`config.mk`:
```
export PLATFORM = sky130hd
export DESIGN_NAME = ifls_input_fault_live_status
export DESIGN_NICKNAME = d
export VERILOG_FILES = /design/src/ifls_pkg.sv /design/src/ifls_input_fault_live_status.sv
export VERILOG_INCLUDE_DIRS = /design/src
export SDC_FILE = /design/constraint.sdc
export NUM_CORES = 1
export LEC_CHECK = 0
export BUFFER_PORTS_ARGS = -buffer_cell sky130_fd_sc_hd__buf_2
export CAP_MARGIN = 20
export CORE_MARGIN = 4
export CORE_UTILIZATION = 35
export DETAILED_ROUTE_END_ITERATION = 8
export GPL_TIMING_DRIVEN = 0
export PLACE_DENSITY = 0.69
export SLEW_MARGIN = 20
export SYNTH_ARGS = -nofsm -noshare
export SYNTH_HDL_FRONTEND = slang
export SYNTH_SLANG_ARGS = --single-unit
```
`constraint.sdc`:
```
create_clock -name ref_clk -period 1.3 [get_ports ref_clk]
set_clock_uncertainty 0.2 [all_clocks]
set_input_delay 0.065 -clock ref_clk [delete_from_list [all_inputs] [get_ports ref_clk]]
set_output_delay 0.065 -clock ref_clk [all_outputs]
set_load 0.005 [all_outputs]
```
`src/ifls_params.svh`:
```
// constants for the input fault live status register bank
`ifndef IFLS_PARAMS_SVH
`define IFLS_PARAMS_SVH

// --------------------------------------------------------------
// register offsets
// --------------------------------------------------------------
`define IFLS_ADDR_SUMMARY 8'h2d
`define IFLS_ADDR_CH_ONE  8'h2e
`define IFLS_ADDR_CH_TWO  8'h2f

// --------------------------------------------------------------
// reset and fill values
// --------------------------------------------------------------
`define IFLS_RESET_BYTE   8'h00
`define IFLS_UNMAPPED     8'h00

// --------------------------------------------------------------
// summary register field positions
// --------------------------------------------------------------
`define IFLS_SUM_CH_ONE   7
`define IFLS_SUM_CH_TWO   6
`define IFLS_SUM_BATT_LOW 1
`define IFLS_SUM_USED     8'hc2

// --------------------------------------------------------------
// synchroniser latency (cycles from pin to live bit)
// --------------------------------------------------------------
`define IFLS_SYNC_LAT     4

`endif

```
`src/ifls_pkg.sv`:
```
// types for the input fault live status register bank
package ifls_pkg;

    // one channel's live fault bits, msb first as in the register
    typedef struct packed {
        logic open_input;
        logic pair_short;
        logic pos_gnd;
        logic neg_gnd;
        logic pos_supply;
        logic neg_supply;
        logic pos_batt;
        logic neg_batt;
    } ifls_chan_fault_t;

    // everything sensed by the analog detectors
    typedef struct packed {
        ifls_chan_fault_t ch_one;
        ifls_chan_fault_t ch_two;
        logic             batt_low;
    } ifls_sense_t;

    // register port request
    typedef struct packed {
        logic       rd;
        logic       wr;
        logic [7:0] addr;
        logic [7:0] wdata;
    } ifls_req_t;

    // register port answer
    typedef struct packed {
        logic       rvalid;
        logic [7:0] rdata;
        logic       wr_refused;
    } ifls_resp_t;

    // whole module state
    typedef struct packed {
        ifls_sense_t s1;
        ifls_sense_t s2;
        ifls_sense_t s3;
        ifls_sense_t live;
        ifls_resp_t  resp;
    } ifls_state_t;

endpackage

```
`src/ifls_input_fault_live_status.sv`:
```
// live fault status registers for the two input channels
//
// Functional notes
// - summary bit 7 is one while any channel one fault exists.
// - summary bit 6 is one while any channel two fault exists.
// - summary bit 1 flags battery short while battery below mic supply.
// - reserved bits read zero; software writes only zero there.
// - channel one register at 0x2e; bit 7 is open input.
// - channel one bit 6 flags the input pair shorted together.
// - channel one bits 5 and 4 flag ground shorts, positive, negative.
// - channel one bits 3 and 2 flag mic supply shorts.
// - channel one bits 1 and 0 flag battery shorts.
// - channel two register at 0x2f; bit 7 is open input.
// - channel two bit 6 flags the input pair shorted together.
// - channel two bits 5 and 4 flag ground shorts, positive, negative.
// - channel two bits 3 and 2 flag mic supply shorts.
// - channel two bits 1 and 0 flag battery shorts.
// - channel bits are read only, zero after reset, writes ignored.
// - channel bits are live, clearing once the condition goes away.
// - summary register at 0x2d, zero after reset.
`timescale 1ns/1ps
`include "ifls_params.svh"

module ifls_input_fault_live_status
    import ifls_pkg::*;
(
    input  wire logic             ref_clk,
    input  wire logic             rst_n,
    input  wire ifls_chan_fault_t ch_one_fault_raw,
    input  wire ifls_chan_fault_t ch_two_fault_raw,
    input  wire logic             batt_low_raw,
    input  wire ifls_req_t        reg_req,
    output ifls_resp_t            reg_resp
);

    // --------------------------------------------------------------
    // helper functions
    // --------------------------------------------------------------

    // any fault at all on one channel
    function automatic logic chan_any(input ifls_chan_fault_t f);
        chan_any = |f;
    endfunction

    // either pin of one channel shorted to the battery
    function automatic logic chan_batt(input ifls_chan_fault_t f);
        chan_batt = f.pos_batt | f.neg_batt;
    endfunction

    // build the summary byte from the live channel bits
    function automatic logic [7:0] summary_of(input ifls_sense_t s);
        logic [7:0] v;
        v = `IFLS_RESET_BYTE;
        v[`IFLS_SUM_CH_ONE] = chan_any(s.ch_one);
        v[`IFLS_SUM_CH_TWO] = chan_any(s.ch_two);
        v[`IFLS_SUM_BATT_LOW] = s.batt_low
            & (chan_batt(s.ch_one) | chan_batt(s.ch_two));
        summary_of = v;
    endfunction

    // per bit filter: take the new level only where stages agree
    function automatic ifls_sense_t settle(
        input ifls_sense_t old_v,
        input ifls_sense_t mid_v,
        input ifls_sense_t late_v
    );
        ifls_sense_t diff;
        diff = mid_v ^ late_v;
        settle = (mid_v & ~diff) | (old_v & diff);
    endfunction

    // --------------------------------------------------------------
    // state and next state
    // --------------------------------------------------------------
    ifls_state_t state;
    ifls_state_t next_state;
    ifls_sense_t sense_raw;
    logic [7:0]  summary_live;

    // gather the detector pins into one vector
    assign sense_raw.ch_one   = ch_one_fault_raw;
    assign sense_raw.ch_two   = ch_two_fault_raw;
    assign sense_raw.batt_low = batt_low_raw;

    // summary bits follow the live channel bits directly
    assign summary_live = summary_of(state.live);

    // register port answer straight from flops
    assign reg_resp = state.resp;

    // --------------------------------------------------------------
    // next state logic
    // --------------------------------------------------------------

    // synchronise, filter, and answer register requests
    always_comb begin
        next_state = state;

        // three stage synchroniser, first stage feeds only the second
        next_state.s1 = sense_raw;
        next_state.s2 = state.s1;
        next_state.s3 = state.s2;

        // live bits follow the pins, no latching
        next_state.live = settle(state.live, state.s2, state.s3);

        // answer defaults: no read data strobe, no refusal
        next_state.resp.rvalid     = 1'b0;
        next_state.resp.wr_refused = 1'b0;

        // reads: one cycle later, data with rvalid
        if (reg_req.rd) begin
            next_state.resp.rvalid = 1'b1;
            case (reg_req.addr)
                `IFLS_ADDR_SUMMARY: begin
                    // unused summary bits stay zero
                    next_state.resp.rdata = summary_live;
                end
                `IFLS_ADDR_CH_ONE: begin
                    // open, pair, ground, supply, battery bits
                    next_state.resp.rdata = state.live.ch_one;
                end
                `IFLS_ADDR_CH_TWO: begin
                    // same layout for the second channel
                    next_state.resp.rdata = state.live.ch_two;
                end
                default: begin
                    next_state.resp.rdata = `IFLS_UNMAPPED;
                end
            endcase
        end

        // writes never change a status bit; flag them as refused
        if (reg_req.wr) begin
            next_state.resp.wr_refused = 1'b1;
        end
    end

    // --------------------------------------------------------------
    // state register
    // --------------------------------------------------------------

    // everything clears on reset, so every bit reads zero
    always_ff @(posedge ref_clk or negedge rst_n) begin
        if (!rst_n) begin
            state <= '0;
        end else begin
            state <= next_state;
        end
    end
endmodule

```
Word level (Yosys, flattened, before mapping) --
Cells that the tools add are included.
Cells by class: $add $sub $neg 0, $mul 0, divide/modulo/power cells 0, order comparisons 0, equality and inequality tests 3, shift operators 0, multiplexer cells 3, bitwise gates (word level) 9, reduce and logical (&&, ||, !) cells 2
Operator list (count):
- 17-bit bitwise AND | 2
- 8-bit by 6-bit equality test with 1-bit output (second input constant) | 3
- 8-bit case mux with 3 select lines | 1
- 17-bit inverter | 1
- 17-bit OR | 1
- 17-bit XOR | 1
- 8-bit OR reduction | 2
- 9-bit two-way mux | 1
- 1-bit OR | 3
- 1-bit bitwise AND | 1
- 1-bit two-way mux | 1
Storage, ports and cells: register bits after elaboration 78, bits in latches 0, bits in writable memories 0, bits in read-only memories 0, input port bits 37, output and inout port bits 10, memories kept 0

Logic depth before layout (Yosys ltp) --
word-level depth 5, mapped depth 5, depth with buffers taken out 4

Worst setup path after synthesis --
Ideal clock, no wire load.
kind input-to-reg, start in reg_req[15] in the netlist's numbering, end reg state (netlist bit reg_resp[2]), library setup time 87 ps, arrival 1293 ps, setup slack -280 ps, stages on the path 4, path buffers 0, cells stage by stage or4b_4 -> or4b_4 -> a21o_1 -> o221ai_2
On the way: cells in the longest elaborated chain, start to end 2, elaborated cells on any way between the ends 4, classes of those cells 3 x eq/ne; 1 x mux
Ends and longest elaborated chain:
- start: declaration | RTL line ifls_input_fault_live_status.sv:32 | input wire ifls_req_t reg_req,
- 8-bit by 6-bit equality test with 1-bit output | RTL line ifls_input_fault_live_status.sv:114 | case (reg_req.addr)
- 8-bit case mux with 3 select lines (*) | RTL line ifls_input_fault_live_status.sv:114
- end signal: assignment | RTL line ifls_input_fault_live_status.sv:148 | state <= next_state;
- end: declaration | RTL line ifls_input_fault_live_status.sv:75 | ifls_state_t state;
Mark *: on every way between the ends. The rest lies on a longest branch, timed or not. A chain may end at the register's enable or synchronous reset.

==> summary by stage <==
Outcome
The flow ran to the end, but the final reports show violations. The final reports fail on hold timing, setup timing.

STA
The count of final hold-check violations is 28. The time the final worst path needs with I/O delays and setup is roughly 1.4 ns. Setup repair after global routing could not meet its margin everywhere. The smallest hold slack is -0.07379 ns. The max-slew violation count is 0. Based on the critical path, the design can be clocked at up to 700.3 MHz. Setup violations remaining at the end of the flow were counted as 3. The share of the cycle needed by the critical path after routing is 1.098.

Setup slack on the critical path of the routed design comes to -0.1279 ns. The worst pin sits at a relative slew slack of 0.6549. At the pin with the least slew margin, the transition time is about 0.52 ns.

Synthesis
In the synthesized netlist the dominant register cell turns out to be dfrtp_1. The synthesized design contains 78 register bits. The Yosys step of the flow raised 0 warnings. In the post-synthesis netlist, the biggest area contributors are dfrtp_1, maj3_1, buf_4. The fraction of registers with async set or reset after synthesis is 1.000. The cell type with the highest aggregate area in the netlist is dfrtp_1. The cell area after synthesis is between 0.002 and 0.003 mm². The share of the Yosys chip area taken by registers is 0.7796. Synthesis produced a netlist whose cell count is 152. Counting distinct cell types in the post-synthesis netlist gives 26.

The synthesized design contains 0 enable-type register cells. The post-synthesis net count is roughly 190. The average size of a mapped cell is 16.47 µm². Of the post-synthesis cell area, the dominant cell type holds 0.7796.

CTS
The CTS H-tree depth is 3. The clock passes through at most 2 buffers. After clock tree synthesis, the clock-pin slew on the worst setup and hold paths is around 0.080 ns.

The insertion delay to the later sink of the worst-skew pair is 0.34 ns. The CTS root buffer is clkbuf_8. CTS saw 78 sinks. In this run, post-CTS hold repair placed 21 buffers. TritonCTS built the clock tree.

The number of clock buffers added by TritonCTS is 9.

Routing
The routed via count is between 1000 and 1500. In the routed layout, each cell is associated on average with a via count of 4.200. After detailed routing, the number of remaining DRC violations is 0. After detailed routing, the average wire length per cell comes to 11.80 µm. The detailed-route wire length is 3894 µm. The residual antenna-violating net count after detailed routing is 0. The number of iterations in the first detailed-routing pass is 3. For this block, the initial DRC count from the detailed router was 52.

Finish
The synthesis-to-finish area growth is 33.53%. The final non-filler cell area is 0.003343 mm². In the final layout, the share of cells above drive strength 1 is 0.3419.

After the last flow step, the layout net total stands at roughly 270. The final standard cell count with taps included and fillers excluded is 330. The share of the core filled with cells is 0.4867. The antenna diode instance count is 0.

Worst hold path
The launch instance of the worst min-delay path is reg_req[15]. The path with the worst hold slack has its endpoint at reg_resp[7]. The number of cells traversed by the worst hold path is 4.

The class of the tightest hold or removal check is input port to flop.

Global routing
The number of global-route vias before repair came to about 1500. Entering global routing, the biggest net connects 53 pins. The first global-routing pass estimated slightly below 7000 µm of wire. In this run the most used layer during global routing was met2. The met3 capacity usage during global routing is 0.03493.

Summed over all layers, the global routing overflow is 0. The all-layer global routing usage is 0.1051. The number of antenna violations at the first check in global routing is 0. In the global route stage, met2 resource usage came out at 0.1529. The met1 track demand over resource in global routing is 0.1344.

Floorplanning
The core region is 0.006869 mm². For this configuration, the core starts out at a cell density of 0.3645. The floorplan step set the die height to around 90 µm.

The initialized floorplan defines 30 standard-cell rows. During I/O placement, the number of pins put on the boundary was 47. The die is 92.58 µm wide. The die area is 0.008570 mm².

Power and ir drop
In this run the static leakage power is 1.507 nW. Overall power consumption after layout is estimated at around 4.7 mW. In this run the power density over the cells is 1420 mW/mm². Across the VDD grid, the largest voltage drop is around 0.9 mV.

Worst setup path
The worst register-to-register path ends at reg_resp[7]. For the worst setup path, the data arrival time is 1.43 ns. At the worst endpoint, the required time is 1.30 ns. The startpoint class of the critical path is a flop. The register-to-register path setup slack is -0.13 ns. The worst setup path is of the flop to flop kind. The peak fanout along the critical path is 2. STA classifies the critical path endpoint as a flop.

The count of cells along the worst register-to-register path is 4.

Place
The estimated wirelength of the detail-placed design is 2635 µm. The post-placement setup slack is -0.4292 ns. In this run the tool buffered the top-level ports with 38 buffer cells. The routability congestion estimate is 0.8541. The placement-stage cell area is 0.002849 mm².

Counting tap cells, the placed design contains a total of 287 instances.

Job
The number of max-cap violations is 0.
==> how the worst max path moves through the flow <==
stage | from | end | slack, ns
finish | flop | reg_resp[7] | -0.13
global route | flop | reg_resp[8] | -0.23
CTS | flop | reg_resp[7] | -0.15
detailed placement | reg_req[15] | reg_resp[2] | -0.43
global placement | rst_n | asynchronous set/reset pin | -0.47
floorplan | reg_req[15] | reg_resp[2] | -0.28
==> report_power, final <==
group | internal (mW) | switching (mW) | total, mW
Combinational | 0.177 | 0.129 | 0.306
Sequential | 2.56 | 0.0808 | 2.64
Clock | 0.947 | 0.851 | 1.80
Total | 3.69 | 1.06 | 4.75
==> layout make-up <==
type	count	area (µm²)
plain buffers	12	82.58
well taps	96	120.1
inverters	8	30.03
multi-input cells	54	467.9
clock buffers	10	137.6
fillers	608	3526
flip-flops and latches	78	1952
repair buffers	66	481.7
clock inverters	6	71.32
==> per-stage QoR <==
stage | TNS, ns | hold WS (ns)
2_1_floorplan | -0.6045 | -0.4306
3_3_place_gp | -38.69 | -0.02595
3_5_place_dp | -2.363 | -0.1941
4_1_cts | -0.2865 | -0.09604
5_1_grt | -0.5054 | -0.07980
6_report | -0.2688 | -0.07379
==> logic make-up after synthesis <==
| group | share of synthesized area |
|---|---|
| AO/OA/AOI/OAI | 0.04148 |
| AND/OR/NAND/NOR | 0.04598 |
| adder cells (fa/ha/maj) | 0.06796 |
| multiplexers | 0.01999 |
| flip-flops | 0.7796 |
| buffers and inverters | 0.04497 |
==> synthesized netlist by cell type, drive strengths merged (2+ instances only) <==
library cell	instances
nor2b	2
dfrtp	78
maj3	17
nand2	3
buf	11
o22ai	7
nor2	2
inv	8
nor4	3
mux2i	5
or4b	2
==> layer usage <==
layer / share of wire / up-vias
li1: - / 671
met1: 0.48 / 674
met2: 0.44 / 34
met3: 0.063 / 7
met4: 0.022 / 0
met5: 0 / -
==> repair_timing <==
| item | CTS | global route |
|---|---|---|
| cloned | 0 | 0 |
| setup endpoints to repair | 3 | 4 |
| endpoints found under the hold margin | 105 | 2 |
| pin swaps | 5 | 4 |
| setup buffers | 5 | 2 |
| gates resized for setup | 3 | 3 |
==> cell usage in the layout, fill, tap and decap left out, drive strengths merged, types with 5 or more instances in the layout <==
master       synthesis  final
clkbuf               1     11
o22ai                7      7
inv                  8      8
maj3                17     17
buf                 11     56
dlygate4sd3          0     21
mux2i                5      5
dfrtp               78     78
==> critical path, stage by stage, from the launching register on <==
cell and delay (ns):
dfrtp_1 0.40, nor4_2 0.28, a21boi_1 0.10, a311oi_1 0.20
o22ai_1 0.11
No activity file was read; power rests on OpenSTA's default activity.
